## config.mk

```make
export PLATFORM = sky130hd
export DESIGN_NAME = bmc_ctrl
export DESIGN_NICKNAME = d
export VERILOG_FILES = /design/src/verilog/bmc_pkg.sv /design/src/verilog/bmc_btn_if.sv /design/src/verilog/bmc_ctrl.sv /design/src/verilog/bmc_button.sv
export SDC_FILE = /design/constraint.sdc
export NUM_CORES = 1
export LEC_CHECK = 0
export BUFFER_PORTS_ARGS = -buffer_cell sky130_fd_sc_hd__clkbuf_2
export CORE_AREA = 2 2 165 167
export DETAILED_ROUTE_END_ITERATION = 7
export DIE_AREA = 0 0 167 169
export PLACE_DENSITY = 0.43
export SLEW_MARGIN = 20
export SYNTH_ARGS = -nofsm -noshare
export SYNTH_HDL_FRONTEND = slang
export SYNTH_HIERARCHICAL = 1
export SYNTH_SLANG_ARGS = --single-unit
```

## constraint.sdc

```tcl
create_clock -name clk_i -period 5.5 [get_ports clk_i]
set_clock_uncertainty 0.05 [all_clocks]
set_input_delay 0 -clock clk_i [delete_from_list [all_inputs] [get_ports clk_i]]
set_output_delay 0 -clock clk_i [all_outputs]
set_load 0.02 [all_outputs]
```

## src/verilog/bmc_pkg.sv

```systemverilog
// Constants and types of the button operating mode controller.
// Assumes a slow time-base tick of TICK_MS on a 50 MHz system clock.
//
// Function
// - Upper button held 3 s in reading: halt reading, blank LEDs, enter mode.
// - In button mode every external reading trigger is ignored.
// - In button mode no reading result goes out on the host interface.
// - Successful entry plays a rising melody.
// - Entry preselects reading diagnosis, its LED blinking slowly.
// - Lower button press advances selection without starting, wrapping around.
// - Each lower-button selection step gives one beeper tone.
// - Short upper press on idle function starts it, fast blink, two tones.
// - Short upper press on running function stops it, slow blink, two tones.
// - Learning or setup stops on good read: green flash thrice, rising melody.
// - Learning or setup failing: red flash thrice, falling melody, stay in mode.
// - Upper button held 3 s in mode: back to reading, falling melody, ready on.
// - Entry attempt with software login refused with falling melody.
// - Software login during mode: leave mode, restart reading, falling melody.
// - No start or no activity after function: leave after 30 s, falling melody.
// - Running function ends after 5 min, back to reading, falling melody.
// - In button mode beeper is enabled at full volume, overriding settings.
// - Save writes internal store, and the card when one is present.
// - Card and external module both present: load from external module.
// - Functions are diagnosis, learning, setup, alignment; no user slot.

package bmc_pkg;

  // ************************************************************
  // Time base
  // ************************************************************
  localparam int TICK_MS = 10;
  localparam int DEB_MS = 30;
  localparam int LONG_PRESS_MS = 3000;
  localparam int IDLE_MS = 30000;
  localparam int RUN_LIMIT_MS = 300000;
  localparam int TONE_MS = 100;
  localparam int FLASH_HALF_MS = 250;

  localparam logic [3:0] DEB_TICKS = 4'(DEB_MS / TICK_MS);
  localparam logic [15:0] LONG_TICKS = 16'(LONG_PRESS_MS / TICK_MS);
  localparam logic [15:0] IDLE_TICKS = 16'(IDLE_MS / TICK_MS);
  localparam logic [15:0] RUN_TICKS = 16'(RUN_LIMIT_MS / TICK_MS);
  localparam logic [7:0] TONE_TICKS = 8'(TONE_MS / TICK_MS);
  localparam logic [7:0] FLASH_TICKS = 8'(FLASH_HALF_MS / TICK_MS);

  // Blink rates as tick-counter bit positions
  localparam int FAST_BIT = 3;
  localparam int SLOW_BIT = 5;

  // Ready LED flash: three flashes, six half periods
  localparam logic [2:0] FLASH_HALVES = 3'h6;
  localparam logic [1:0] MEL_LAST_SLOT = 2'h3;

  // ************************************************************
  // Functions offered in button mode
  // ************************************************************
  localparam logic [1:0] FN_DIAG = 2'h0;
  localparam logic [1:0] FN_LEARN = 2'h1;
  localparam logic [1:0] FN_SETUP = 2'h2;
  localparam logic [1:0] FN_ALIGN = 2'h3;

  // Parameter load sources
  localparam logic [1:0] SRC_INT = 2'h0;
  localparam logic [1:0] SRC_CARD = 2'h1;
  localparam logic [1:0] SRC_EXT = 2'h2;

  typedef enum logic [2:0]
  {
    ST_READ = 3'b001,
    ST_SEL = 3'b010,
    ST_RUN = 3'b100
  } bmc_state_t;

  typedef enum logic [2:0]
  {
    MEL_ONE = 3'h0,
    MEL_TWO = 3'h1,
    MEL_RISE = 3'h2,
    MEL_FALL = 3'h3
  } bmc_mel_t;

endpackage

```

## src/verilog/bmc_btn_if.sv

```systemverilog
// Press events of one debounced button.
// Assumes producer and consumer share one clock.
`timescale 1ns/100ps

interface bmc_btn_if;
  logic press_p;
  logic short_p;
  logic long_p;

  modport src
  (
    output press_p,
    output short_p,
    output long_p
  );

  modport dst
  (
    input press_p,
    input short_p,
    input long_p
  );
endinterface

```

## src/verilog/bmc_ctrl.sv

```systemverilog
// Button operating mode controller: mode FSM, beeper, LEDs, storage.
// Assumes tick_i is a one-cycle pulse every TICK_MS from clk_i logic;
// buttons are raw pins, all other inputs come from clk_i logic.
`timescale 1ns/100ps

module bmc_ctrl
  import bmc_pkg::*;
(
  input wire logic clk_i,
  input wire logic resetn_i,
  input wire logic ce_i,
  input wire logic tick_i,
  input wire logic btn_upper_i,
  input wire logic btn_lower_i,
  input wire logic login_i,
  input wire logic fn_good_i,
  input wire logic fn_fail_i,
  input wire logic mute_i,
  input wire logic vol_low_i,
  input wire logic save_req_i,
  input wire logic load_req_i,
  input wire logic card_present_i,
  input wire logic ext_present_i,
  output logic btn_mode_o,
  output logic read_halt_o,
  output logic trig_en_o,
  output logic host_out_en_o,
  output logic status_blank_o,
  output logic [3:0] fn_led_o,
  output logic [1:0] fn_sel_o,
  output logic fn_run_o,
  output logic ready_grn_o,
  output logic ready_red_o,
  output logic beep_o,
  output logic [1:0] beep_pitch_o,
  output logic beep_en_o,
  output logic beep_full_o,
  output logic nvs_wr_o,
  output logic card_wr_o,
  output logic load_go_o,
  output logic [1:0] load_src_o
);

  // ************************************************************
  // Buttons
  // ************************************************************
  bmc_btn_if up_if();
  bmc_btn_if lo_if();

  bmc_button u_up
  (
    .clk_i(clk_i),
    .resetn_i(resetn_i),
    .ce_i(ce_i),
    .tick_i(tick_i),
    .btn_i(btn_upper_i),
    .ev(up_if)
  );

  bmc_button u_lo
  (
    .clk_i(clk_i),
    .resetn_i(resetn_i),
    .ce_i(ce_i),
    .tick_i(tick_i),
    .btn_i(btn_lower_i),
    .ev(lo_if)
  );

  // ************************************************************
  // Mode state machine
  // ************************************************************
  bmc_state_t state_ff, nxt_state;
  logic [1:0] sel_ff, nxt_sel;
  logic [15:0] idle_ff, nxt_idle, run_ff, nxt_run;
  logic mel_go, flash_go, flash_red;
  bmc_mel_t mel_sel;
  logic auto_fn;

  assign auto_fn = (sel_ff == FN_LEARN) || (sel_ff == FN_SETUP);

  always_comb
  begin
    nxt_state = state_ff;
    nxt_sel = sel_ff;
    nxt_idle = idle_ff;
    nxt_run = run_ff;
    mel_go = 1'b0;
    mel_sel = MEL_ONE;
    flash_go = 1'b0;
    flash_red = 1'b0;
    case (state_ff)
      ST_READ:
      begin
        nxt_idle = 16'h0;
        nxt_run = 16'h0;
        if (up_if.long_p)
        begin
          mel_go = 1'b1;
          if (login_i)
          begin
            mel_sel = MEL_FALL;
          end
          else
          begin
            nxt_state = ST_SEL;
            nxt_sel = FN_DIAG;
            mel_sel = MEL_RISE;
          end
        end
      end
      ST_SEL:
      begin
        if (tick_i)
        begin
          nxt_idle = idle_ff + 16'h1;
        end
        if (up_if.press_p || lo_if.press_p)
        begin
          nxt_idle = 16'h0;
        end
        if (login_i || up_if.long_p ||
            (tick_i && idle_ff == IDLE_TICKS - 16'h1))
        begin
          nxt_state = ST_READ;
          mel_go = 1'b1;
          mel_sel = MEL_FALL;
        end
        else if (up_if.short_p)
        begin
          nxt_state = ST_RUN;
          nxt_run = 16'h0;
          mel_go = 1'b1;
          mel_sel = MEL_TWO;
        end
        else if (lo_if.press_p)
        begin
          nxt_sel = sel_ff + 2'h1;
          mel_go = 1'b1;
          mel_sel = MEL_ONE;
        end
      end
      ST_RUN:
      begin
        nxt_idle = 16'h0;
        if (tick_i)
        begin
          nxt_run = run_ff + 16'h1;
        end
        if (login_i || up_if.long_p ||
            (tick_i && run_ff == RUN_TICKS - 16'h1))
        begin
          nxt_state = ST_READ;
          mel_go = 1'b1;
          mel_sel = MEL_FALL;
        end
        else if (up_if.short_p)
        begin
          nxt_state = ST_SEL;
          mel_go = 1'b1;
          mel_sel = MEL_TWO;
        end
        else if (auto_fn && fn_good_i)
        begin
          nxt_state = ST_SEL;
          flash_go = 1'b1;
          mel_go = 1'b1;
          mel_sel = MEL_RISE;
        end
        else if (auto_fn && fn_fail_i)
        begin
          nxt_state = ST_SEL;
          flash_go = 1'b1;
          flash_red = 1'b1;
          mel_go = 1'b1;
          mel_sel = MEL_FALL;
        end
      end
      default:
      begin
        nxt_state = ST_READ;
      end
    endcase
  end

  always_ff @(posedge clk_i)
  begin
    if (!resetn_i)
    begin
      state_ff <= ST_READ;
      sel_ff <= FN_DIAG;
      idle_ff <= 16'h0;
      run_ff <= 16'h0;
    end
    else if (ce_i)
    begin
      state_ff <= nxt_state;
      sel_ff <= nxt_sel;
      idle_ff <= nxt_idle;
      run_ff <= nxt_run;
    end
  end

  // ************************************************************
  // Melody sequencer, ready flash and blink base
  // ************************************************************
  bmc_mel_t mkind_ff, nxt_mkind;
  logic [1:0] slot_ff, nxt_slot;
  logic [7:0] tcnt_ff, nxt_tcnt;
  logic mbusy_ff, nxt_mbusy;
  logic [2:0] fleft_ff, nxt_fleft;
  logic [7:0] fcnt_ff, nxt_fcnt;
  logic fred_ff, nxt_fred;
  logic [7:0] blink_ff, nxt_blink;

  // Tone on, pitch for one slot of a melody
  function automatic logic [2:0] mel_pat(bmc_mel_t k, logic [1:0] s);
    case (k)
      MEL_ONE: mel_pat = (s == 2'h0) ? 3'h5 : 3'h0;
      MEL_TWO: mel_pat = (s == 2'h0 || s == 2'h2) ? 3'h5 : 3'h0;
      MEL_RISE: mel_pat = (s == 2'h3) ? 3'h0 : {1'b1, s};
      MEL_FALL: mel_pat = (s == 2'h3) ? 3'h0 : {1'b1, 2'h2 - s};
      default: mel_pat = 3'h0;
    endcase
  endfunction

  always_comb
  begin
    nxt_mkind = mkind_ff;
    nxt_slot = slot_ff;
    nxt_tcnt = tcnt_ff;
    nxt_mbusy = mbusy_ff;
    nxt_fleft = fleft_ff;
    nxt_fcnt = fcnt_ff;
    nxt_fred = fred_ff;
    nxt_blink = tick_i ? blink_ff + 8'h1 : blink_ff;
    if (mel_go)
    begin
      nxt_mkind = mel_sel;
      nxt_slot = 2'h0;
      nxt_tcnt = 8'h0;
      nxt_mbusy = 1'b1;
    end
    else if (mbusy_ff && tick_i)
    begin
      nxt_tcnt = tcnt_ff + 8'h1;
      if (tcnt_ff == TONE_TICKS - 8'h1)
      begin
        nxt_tcnt = 8'h0;
        nxt_slot = slot_ff + 2'h1;
        nxt_mbusy = (slot_ff != MEL_LAST_SLOT);
      end
    end
    if (flash_go)
    begin
      nxt_fleft = FLASH_HALVES;
      nxt_fcnt = 8'h0;
      nxt_fred = flash_red;
    end
    else if (fleft_ff != 3'h0 && tick_i)
    begin
      nxt_fcnt = fcnt_ff + 8'h1;
      if (fcnt_ff == FLASH_TICKS - 8'h1)
      begin
        nxt_fcnt = 8'h0;
        nxt_fleft = fleft_ff - 3'h1;
      end
    end
  end

  always_ff @(posedge clk_i)
  begin
    if (!resetn_i)
    begin
      mkind_ff <= MEL_ONE;
      slot_ff <= 2'h0;
      tcnt_ff <= 8'h0;
      mbusy_ff <= 1'b0;
      fleft_ff <= 3'h0;
      fcnt_ff <= 8'h0;
      fred_ff <= 1'b0;
      blink_ff <= 8'h0;
    end
    else if (ce_i)
    begin
      mkind_ff <= nxt_mkind;
      slot_ff <= nxt_slot;
      tcnt_ff <= nxt_tcnt;
      mbusy_ff <= nxt_mbusy;
      fleft_ff <= nxt_fleft;
      fcnt_ff <= nxt_fcnt;
      fred_ff <= nxt_fred;
      blink_ff <= nxt_blink;
    end
  end

  // ************************************************************
  // Registered outputs
  // ************************************************************
  logic in_mode, flash_on, blink, benable;
  logic [2:0] pat;
  logic [3:0] nxt_fn_led;
  logic [1:0] nxt_load_src;

  always_comb
  begin
    in_mode = (state_ff != ST_READ);
    flash_on = (fleft_ff != 3'h0) && !fleft_ff[0];
    blink = (state_ff == ST_RUN) ? blink_ff[FAST_BIT] : blink_ff[SLOW_BIT];
    nxt_fn_led = in_mode ? (4'h1 << sel_ff) & {4{blink}} : 4'h0;
    benable = in_mode || !mute_i;
    pat = mel_pat(mkind_ff, slot_ff);
    nxt_load_src = load_src_o;
    if (load_req_i)
    begin
      if (ext_present_i)
        nxt_load_src = SRC_EXT;
      else if (card_present_i)
        nxt_load_src = SRC_CARD;
      else
        nxt_load_src = SRC_INT;
    end
  end

  always_ff @(posedge clk_i)
  begin
    if (!resetn_i)
    begin
      btn_mode_o <= 1'b0;
      read_halt_o <= 1'b0;
      trig_en_o <= 1'b1;
      host_out_en_o <= 1'b1;
      status_blank_o <= 1'b0;
      fn_led_o <= 4'h0;
      fn_sel_o <= FN_DIAG;
      fn_run_o <= 1'b0;
      ready_grn_o <= 1'b1;
      ready_red_o <= 1'b0;
      beep_o <= 1'b0;
      beep_pitch_o <= 2'h0;
      beep_en_o <= 1'b1;
      beep_full_o <= 1'b1;
      nvs_wr_o <= 1'b0;
      card_wr_o <= 1'b0;
      load_go_o <= 1'b0;
      load_src_o <= SRC_INT;
    end
    else if (ce_i)
    begin
      btn_mode_o <= in_mode;
      read_halt_o <= in_mode;
      trig_en_o <= !in_mode;
      host_out_en_o <= !in_mode;
      status_blank_o <= in_mode;
      fn_led_o <= nxt_fn_led;
      fn_sel_o <= sel_ff;
      fn_run_o <= (state_ff == ST_RUN);
      ready_grn_o <= in_mode ? flash_on && !fred_ff : 1'b1;
      ready_red_o <= in_mode && flash_on && fred_ff;
      beep_o <= mbusy_ff && pat[2] && benable;
      beep_pitch_o <= pat[1:0];
      beep_en_o <= benable;
      beep_full_o <= in_mode || !vol_low_i;
      nvs_wr_o <= save_req_i;
      card_wr_o <= save_req_i && card_present_i;
      load_go_o <= load_req_i;
      load_src_o <= nxt_load_src;
    end
  end
endmodule

```

## src/verilog/bmc_button.sv

```systemverilog
// Synchroniser, debouncer and short/long classifier for one button.
// Assumes an active-high asynchronous button level and a one-cycle tick.
`timescale 1ns/100ps

module bmc_button
  import bmc_pkg::*;
(
  input wire logic clk_i,
  input wire logic resetn_i,
  input wire logic ce_i,
  input wire logic tick_i,
  input wire logic btn_i,
  bmc_btn_if.src ev
);

  logic sync1_ff, sync2_ff, stable_ff, nxt_stable;
  logic [3:0] deb_ff, nxt_deb;
  logic [15:0] hold_ff, nxt_hold;
  logic long_done_ff, nxt_long_done;
  logic press_ff, short_ff, long_ff;
  logic nxt_press, nxt_short, nxt_long;

  always_comb
  begin
    nxt_stable = stable_ff;
    nxt_deb = 4'h0;
    nxt_hold = hold_ff;
    nxt_long_done = long_done_ff;
    nxt_press = 1'b0;
    nxt_short = 1'b0;
    nxt_long = 1'b0;
    if (sync2_ff != stable_ff)
    begin
      nxt_deb = deb_ff;
      if (tick_i)
      begin
        if (deb_ff == DEB_TICKS - 4'h1)
        begin
          nxt_deb = 4'h0;
          nxt_stable = sync2_ff;
          if (sync2_ff)
          begin
            nxt_press = 1'b1;
            nxt_hold = 16'h0;
            nxt_long_done = 1'b0;
          end
          else
          begin
            nxt_short = !long_done_ff;
          end
        end
        else
        begin
          nxt_deb = deb_ff + 4'h1;
        end
      end
    end
    else if (stable_ff && !long_done_ff && tick_i)
    begin
      if (hold_ff == LONG_TICKS - 16'h1)
      begin
        nxt_long = 1'b1;
        nxt_long_done = 1'b1;
      end
      else
      begin
        nxt_hold = hold_ff + 16'h1;
      end
    end
  end

  always_ff @(posedge clk_i)
  begin
    if (!resetn_i)
    begin
      sync1_ff <= 1'b0;
      sync2_ff <= 1'b0;
      stable_ff <= 1'b0;
      deb_ff <= 4'h0;
      hold_ff <= 16'h0;
      long_done_ff <= 1'b0;
      press_ff <= 1'b0;
      short_ff <= 1'b0;
      long_ff <= 1'b0;
    end
    else if (ce_i)
    begin
      sync1_ff <= btn_i;
      sync2_ff <= sync1_ff;
      stable_ff <= nxt_stable;
      deb_ff <= nxt_deb;
      hold_ff <= nxt_hold;
      long_done_ff <= nxt_long_done;
      press_ff <= nxt_press;
      short_ff <= nxt_short;
      long_ff <= nxt_long;
    end
  end

  assign ev.press_p = press_ff;
  assign ev.short_p = short_ff;
  assign ev.long_p = long_ff;

endmodule

```

# After elaboration in Yosys (flattened, before gate mapping)
# Cells that the tools add are included.
[totals]
wordCells = 256
input_bits = 15
out_inout_bits = 24
ff_bits = 127
[op_classes]
n_addsub = 12
n_eq_ne = 36
bitwise = 1
n_shift = 1
reduce_logical = 60
muxes = 105
[ops]
columns = ["op", "n"]
rows = [
  ["$mux W16", 11],
  ["$add A16 B1 Y16 const B", 3],
  ["$mux W8", 6],
  ["$pmux W16 S3", 1],
  ["$mux W3", 15],
  ["$mux W1", 44],
  ["$pmux W16 S2", 1],
  ["$mux W2", 15],
  ["$mux W4", 7],
  ["$add A8 B1 Y8 const B", 3],
  ["$eq A16 B12 Y1 const B", 1],
  ["$eq A16 B15 Y1 const B", 1],
  ["$eq A16 B9 Y1 const B", 1],
  ["$ne A2 B2 Y1 const B", 8],
  ["$reduce_and A2 Y1", 8],
  ["$reduce_bool A2 Y1", 8],
  ["$logic_and A1 B1 Y1", 15],
  ["$pmux W3 S4", 1],
  ["$reduce_and A6 Y1", 2],
  ["$ne A2 B1 Y1 const B", 5],
  ["$reduce_and A5 Y1", 2],
  ["$eq A3 B2 Y1 const B", 3],
  ["$pmux W3 S3", 1],
  ["$reduce_and A3 Y1", 3],
  ["other kinds (29)", 50],
]

# Logic depth before layout (Yosys ltp)
# Gate-level depths: netlist of the first run.
[logic_depth]
ltp_word = 10
depth_mapped = 8
ltp_nobuf = 8

# Modules after synthesis
# The synthesis of the first run kept the hierarchy.
[modules_own_cells]
columns = ["module", "seq_area_each_um2", "area_each_um2", "cells_each", "instances"]
rows = [
  ["bmc_ctrl", 1781.7, 4550.6, 551, 1],
  ["bmc_button", 540.5, 1634.1, 195, 2],
]

# Least setup slack after synthesis of the first run
# Ideal clock, no wire load.
[synth_timing]
path_kind = "register to register"
from = "register sel_ff[0]"
to = "register tcnt_ff[1]"
required_time_ps = 5364
path_stages_with_launch = 9
synth_period_minus_slack_ps = 2126
path_buffers = 0
t_arrival_ps = 1990
path_slack_ps = 3374
setup_time_ps = 86
path_cell_list = "dfxtp_1 inv_1 ha_1 o21ai_0 o21ai_1 nor3_4 nand2_1 o31a_1 a211oi_1"
[synth_between]
elab_chain_len = 10
elab_cells_between_ends = 13
classes_between = "eq/ne (2); mux (6); reduce/logical (5)"
[synth_lines]
columns = ["element", "line_no", "source"]
rows = [
  ["from (decl)", "bmc_ctrl.sv:74", "logic [1:0] sel_ff, nxt_sel;"],
  ["from (signal assigned)", "bmc_ctrl.sv:198", "sel_ff <= nxt_sel;"],
  ["$eq A2 B1 Y1 / $eq A2 B2 Y1 (equally long branches)", "bmc_ctrl.sv:80", "assign auto_fn = (sel_ff == FN_LEARN) || (sel_ff == FN_SETUP);"],
  ["$logic_or A1 B1 Y1 (*)", "bmc_ctrl.sv:80", ""],
  ["$logic_and A1 B1 Y1", "bmc_ctrl.sv:170", "else if (auto_fn && fn_fail_i)"],
  ["$mux W1", "bmc_ctrl.sv:170", ""],
  ["$mux W1 (*)", "bmc_ctrl.sv:163", "else if (auto_fn && fn_good_i)"],
  ["$mux W1 (*)", "bmc_ctrl.sv:157", "else if (up_if.short_p)"],
  ["$mux W1 (*)", "bmc_ctrl.sv:150", "if (login_i || up_if.long_p ||"],
  ["$pmux W1 S3 (*)", "bmc_ctrl.sv:92", "case (state_ff)"],
  ["$reduce_bool A2 Y1 (no source line)", "n/a", ""],
  ["$reduce_and A2 Y1 (no source line)", "n/a", ""],
  ["to (signal assigned)", "bmc_ctrl.sv:288", "tcnt_ff <= nxt_tcnt;"],
  ["to (decl)", "bmc_ctrl.sv:209", "logic [7:0] tcnt_ff, nxt_tcnt;"],
]
# Mark *: on every way between the ends. The rest lies on a longest branch, timed or not.
# A chain may end at the register's enable or synchronous reset.

# Final worst setup path of the first run
[layout_timing]
from = "register u_up.sync2_ff"
to = "register u_up.long_done_ff"
[layout_between]
elab_cells_between_ends = 8
classes_between = "eq/ne (4); mux (1); reduce/logical (3)"
[layout_lines]
columns = ["element", "line_no", "source"]
rows = [
  ["from (decl)", "bmc_button.sv:16", "logic sync1_ff, sync2_ff, stable_ff, nxt_stable;"],
  ["from (signal assigned)", "bmc_button.sv:89", "sync2_ff <= sync1_ff;"],
  ["$ne A1 B1 Y1", "bmc_button.sv:32", "if (sync2_ff != stable_ff)"],
  ["$mux W1", "bmc_button.sv:32", ""],
  ["named net u_up.nxt_long_done", "bmc_button.sv:19", "logic long_done_ff, nxt_long_done;"],
  ["to (signal assigned)", "bmc_button.sv:93", "long_done_ff <= nxt_long_done;"],
  ["to (decl)", "bmc_button.sv:19", ""],
]
# The timed path passes the listed nets, and every way through them passes these cells.

==> reports/results.ini, run 1 <==
[status]
outcome=completed

[timing]
fin_crit_sh=0.550
rsz0062_at_grt=no
slew_viol_final=0
final.setup.tns_ps=0
slew_headroom=0.401
hold_viol_final=0
max_freq_ghz=0.330
fin_crit_ps=3030
worst_slew_pin_slew_ps=894
setup_viol=0

[synthesis]
ys_warn_count=6
syn_nets=973
synthesis.area_um2=7740
syn_avg_cell_area_um2=8.30
synth_cells=933

[clocking]
cts.htree.levels=4
post-cts-setup-buffer-count=0
cts_resized=0
clockBufferDepth=2
clock_latency_ps=420
numCtsBuffers=17
cts_tree=done
root_buffer=clkbuf_16
clkSinkCount=141
clk_pin_slew_ps=60
ctsHoldBuffers=10

[global_route]
grt_pass1_vias=6526
track_usage=0.143
overflow=0
grt_pass1_wl_mm=33.3
antenna_found_initial=0
grt_max_degree=41

[final_layout]
final_util=0.336
layout_common_cells=dfxtp_1, nor2_1, nand2_1
layout-drive-gt1-share=0.117
area_growth_pct=15.0
fillCellCount=2779
final_common_cell=dfxtp_1
fin_nets=993

[pwr]
pwr-share-comb=0.050
swShare=0.234
p_int_w=0.00184
ir_drop_v=0.000165
p_seq_frac=0.435
clockPowerShare=0.515
p_per_area_nw_per_um2=270
p_leak_nw=3.03
power.switching_w=0.000561

[die]
row_count=60
fp.coreArea_um2=26500
die_h_um=169
start_util=0.292
ios=39
die_w_um=167
die_area_um2=28200

[detailed_routing]
route.antenna.remaining_nets=0
dr.pass1.iters=5
drt_wl_total_mm=19.9
drt_iter0_markers=393
drcViolationCount=0
viasPerCell=5.15
via_count=6740
wl_per_cell_um=15.2

[placement]
place.gp.congestion=0.781
io_buffers=38
dp_hpwl_mm=13.6

[setup_path]
cp_num_buf_inv=1
worstPathArrival_ps=3250
critPathMaxFanout=16
crit_chain=inv_1, ha_1, nor4bb_1, nand4_1, a2111oi_2, o32ai_1
max_stage_delay_ps=670
crit_path_end_kind=flip-flop
start_kind=flip-flop
critical_path_class=flip-flop to flip-flop
cp.required_ps=5720
cp_top_family=simple AND/OR/NAND/NOR gates
critPathSlowestCell=nand4_1

[hold_path]
hold_path.class=input port to flip-flop

[flow_run]
drv_cap=0

==> worst reg2reg max path, cell delays in order (launching register included) <==
cell	delay (ps)
dfxtp_1	360
inv_1	80
ha_1	660
nor4bb_1	340
nand4_1	670
a2111oi_2	610
o32ai_1	130
==> flip-flops by register name, indices dropped and copies added, names as in the netlist, 2 cells and up <==
signal,flops
load_src_o,2
u_lo/hold_ff,16
tcnt_ff,8
mkind_ff,2
fn_sel_o,2
fcnt_ff,8
beep_pitch_o,2
u_lo/deb_ff,4
sel_ff,2
idle_ff,16
slot_ff,2
run_ff,16
u_up/hold_ff,16
state_ff,3
blink_ff,6
fn_led_o,4
fleft_ff,3
u_up/deb_ff,4
==> power groups by stage <==
stage               Clock (W)  Sequential (W)  Combinational, W
floorplan                   0         0.00107         0.0000776
global placement            0         0.00107          0.000117
detailed placement          0         0.00107          0.000117
CTS                   0.00128         0.00104          0.000122
global route          0.00133         0.00105          0.000134
finish                0.00124         0.00104          0.000120
==> metrics by stage <==
step / worst slack [ps] / cell area (µm²) / power (W) / hold slack (ps) / std cells
after floorplan: 3370 / 7740 / 0.00114 / 97.2 / 933
after global placement: 2580 / 8170 / 0.00118 / 213 / 1265
after detailed placement: 2490 / 8180 / 0.00118 / 216 / 1265
after CTS: 2480 / 8910 / 0.00245 / 17.0 / 1307
after global routing: 2300 / 8910 / 0.00251 / 58.7 / 1307
final: 2470 / 8910 / 0.00240 / 33.0 / 1308
==> final timing paths <==
path                                    start           endpoint  slack [ps]  cells past startpoint
worst max-delay path            u_up/sync2_ff  u_up/long_done_ff        2470                      6
worst min register to register      load_go_o          load_go_o         400                      2
worst min-delay path                  login_i        mkind_ff[0]          30                      3
worst max register to register  u_up/sync2_ff  u_up/long_done_ff        2470                      6
==> final cells by class <==
type	count	area [µm²]	share of cell area
multi-input combinational	702	4550	0.510
sequential	141	2820	0.317
clock buffer	18	439	0.0493
tap	341	427	0.0479
timing repair buffer	55	343	0.0385
clock inverter	14	193	0.0216
inverter	36	135	0.0152
antenna	1	2.50	0.000281
==> layer usage <==
layer,GRT usage,vias up,part of all wire,wire length [µm]
li1,-,3455,-,-
met3,0.0260,15,0.029,587
met1,0.186,3156,0.49,9790
met2,0.243,114,0.47,9350
met4,0.0420,0,0.010,204
met5,0,-,0,0
Power figures use the tool's default switching activity.
==> run 2, diff against run 1 <==
clock period = 3.1 ns   (was 5.5 ns; I/O delays follow)
==> run 2 against run 1 <==
Clock power rose by 73%. Sequential power rose by 78%. Non-clock buffer count rose by 15. Count of clock-buffer cells in the layout fell by 1. Setup slack got worse by 2100 ps. Wire length rose by 0.81%. Cell count rose by 0.99%. First-iteration DRC count rose by 24%. Combinational power rose by 83%. Largest power group unchanged. Critical path depth rose by 1.
==> reports/results.ini, run 2 (synthesis results as in run 1) <==
[detailed_routing]
drt_iter0_markers=487  ; +24%
viasPerCell=5.18  ; +0.47%
via_count=6839  ; +1.5%
wl_per_cell_um=15.2  ; -0.18%
drcViolationCount=0  ; unchanged
dr.pass1.iters=5  ; unchanged
drt_wl_total_mm=20.1  ; +0.81%
route.antenna.remaining_nets=0  ; unchanged

[setup_path]
crit_path_end_kind=flip-flop
start_kind=flip-flop
cp.required_ps=3410  ; -2310 ps
critPathMaxFanout=9  ; -7
worstPathArrival_ps=3010  ; -240 ps
critical_path_class=flip-flop to flip-flop

[final_layout]
final_common_cell=dfxtp_1
fillCellCount=2783  ; +0.14%
area_growth_pct=16.2
final_util=0.340  ; +0.00349
fin_nets=1008  ; +1.5%
layout_common_cells=dfxtp_1, nor2_1, nand2_1
layout-drive-gt1-share=0.124  ; +0.00751
num_antenna_cells=0  ; -1

[timing]
final.setup.tns_ps=0  ; unchanged
worst_slew_pin_slew_ps=997  ; +103 ps
slew_headroom=0.330  ; -0.0706
fin_crit_ps=2700  ; -329 ps
hold_viol_final=0  ; unchanged
slew_viol_final=0  ; unchanged
hold_slack_ps=49.6  ; +16.6 ps
fin_ws_ps=403  ; -2070 ps
max_freq_ghz=0.371  ; +12%
rsz0062_at_grt=no
setup_viol=0  ; unchanged
fin_crit_sh=0.870  ; +0.320

[die]
ios=39  ; unchanged
row_count=60  ; unchanged
die_h_um=169  ; unchanged
start_util=0.292  ; unchanged
die_area_um2=28200  ; unchanged
fp.coreArea_um2=26500  ; unchanged
die_w_um=167  ; unchanged

[clocking]
numCtsBuffers=17  ; unchanged
clk_pin_slew_ps=70  ; about the same
cts.htree.levels=4  ; unchanged
clock_latency_ps=430  ; about the same
clockBufferDepth=2  ; unchanged
clkSinkCount=141  ; unchanged
cts_resized=0  ; unchanged
cts_tree=done
root_buffer=clkbuf_16

[placement]
post-place-ws_ps=439  ; -2050 ps
place.gp.congestion=0.801  ; +2.6%
io_buffers=38  ; unchanged
dp_hpwl_mm=14.0  ; +2.5%

[flow_run]
drv_cap=0  ; unchanged

[status]
outcome=completed

[pwr]
p_int_w=0.00318  ; +73%
clockPowerShare=0.509  ; -0.006
p_per_area_nw_per_um2=469  ; +74%
ir_drop_v=0.000298  ; +80%
p_seq_frac=0.439  ; +0.004
pwr-share-comb=0.052  ; +0.002
totalPowerFinal_w=0.00422  ; +76%
swShare=0.246  ; +0.0123
p_leak_nw=3.09  ; +2.0%
power.switching_w=0.00104  ; +85%

[global_route]
overflow=0  ; unchanged
grt_pass1_vias=6509  ; -0.26%
grt_pass1_wl_mm=33.9  ; +1.8%
track_usage=0.146  ; +0.00309
grt_max_degree=31  ; -24%
antenna_found_initial=0  ; unchanged

[hold_path]
hold_path.class=input port to flip-flop

run 2: cell types whose count changed in the layout (fill, tap and decap cells not counted), sizes merged:
cell         previous run  this run
buf                     7        20
inv                    37        40
clkinv                  6         4
dlygate4sd3            10        12
bufinv                  4         3
clkbuf                 56        55
diode                   1         0
run 2: final timing paths:
| path | cells after the start | startpoint | slack [ps] | to |
|---|---|---|---|---|
| hold reg to reg | 2 | load_go_o | 410 | load_go_o |
| setup / recovery | 7 | u_up/sync2_ff | 400 | u_up/hold_ff[1] |
| hold / removal | 3 | login_i | 50 | mkind_ff[0] |
| setup reg to reg | 7 | u_up/sync2_ff | 400 | u_up/hold_ff[1] |
run 2: layer usage:
metal | wire (µm) | up-vias | track usage
li1 | - | 3501 | -
met1 | 9700 | 3170 | 0.194
met2 | 9460 | 142 | 0.244
met3 | 672 | 26 | 0.0283
met4 | 268 | 0 | 0.0405
met5 | 0 | - | 0
run 2: area by class of cell:
| class | instances | area [µm²] | share of cell area |
|---|---|---|---|
| clock buffers | 17 | 425 | 0.0473 |
| clock inverters | 14 | 185 | 0.0206 |
| inverters | 36 | 135 | 0.0150 |
| multi-input cells | 702 | 4530 | 0.504 |
| flip-flops and latches | 141 | 2820 | 0.314 |
| well taps | 341 | 427 | 0.0474 |
| repair buffers | 70 | 473 | 0.0525 |
run 2: power by group through the flow:
| stage | Combinational (W) | Sequential (W) | Clock [W] |
|---|---|---|---|
| after floorplan | 0.000138 | 0.00189 | 0 |
| after global placement | 0.000213 | 0.00189 | 0 |
| after detailed placement | 0.000212 | 0.00189 | 0 |
| after CTS | 0.000225 | 0.00185 | 0.00223 |
| after global routing | 0.000245 | 0.00186 | 0.00231 |
| final | 0.000220 | 0.00185 | 0.00215 |
run 2: timing repair:
action,CTS,global route
endpoints found under the hold margin,14,0
buffers inserted,0,0
hold buffers,12,0
run 2: worst max-delay path: stages (launching register included):
cell      delay (ps)
dfxtp_1          360
inv_1             80
ha_1             440
nor4bb_1         200
and4_1           220
nor3_1           830
buf_4            290
mux2i_1          170
run 2: stage by stage:
step / instance area (µm²) / std cells
finish: 9000 / 1321
detailed placement: 8270 / 1278
CTS: 9000 / 1321
floorplan: 7740 / 933
global route: 9000 / 1321
global placement: 8270 / 1278
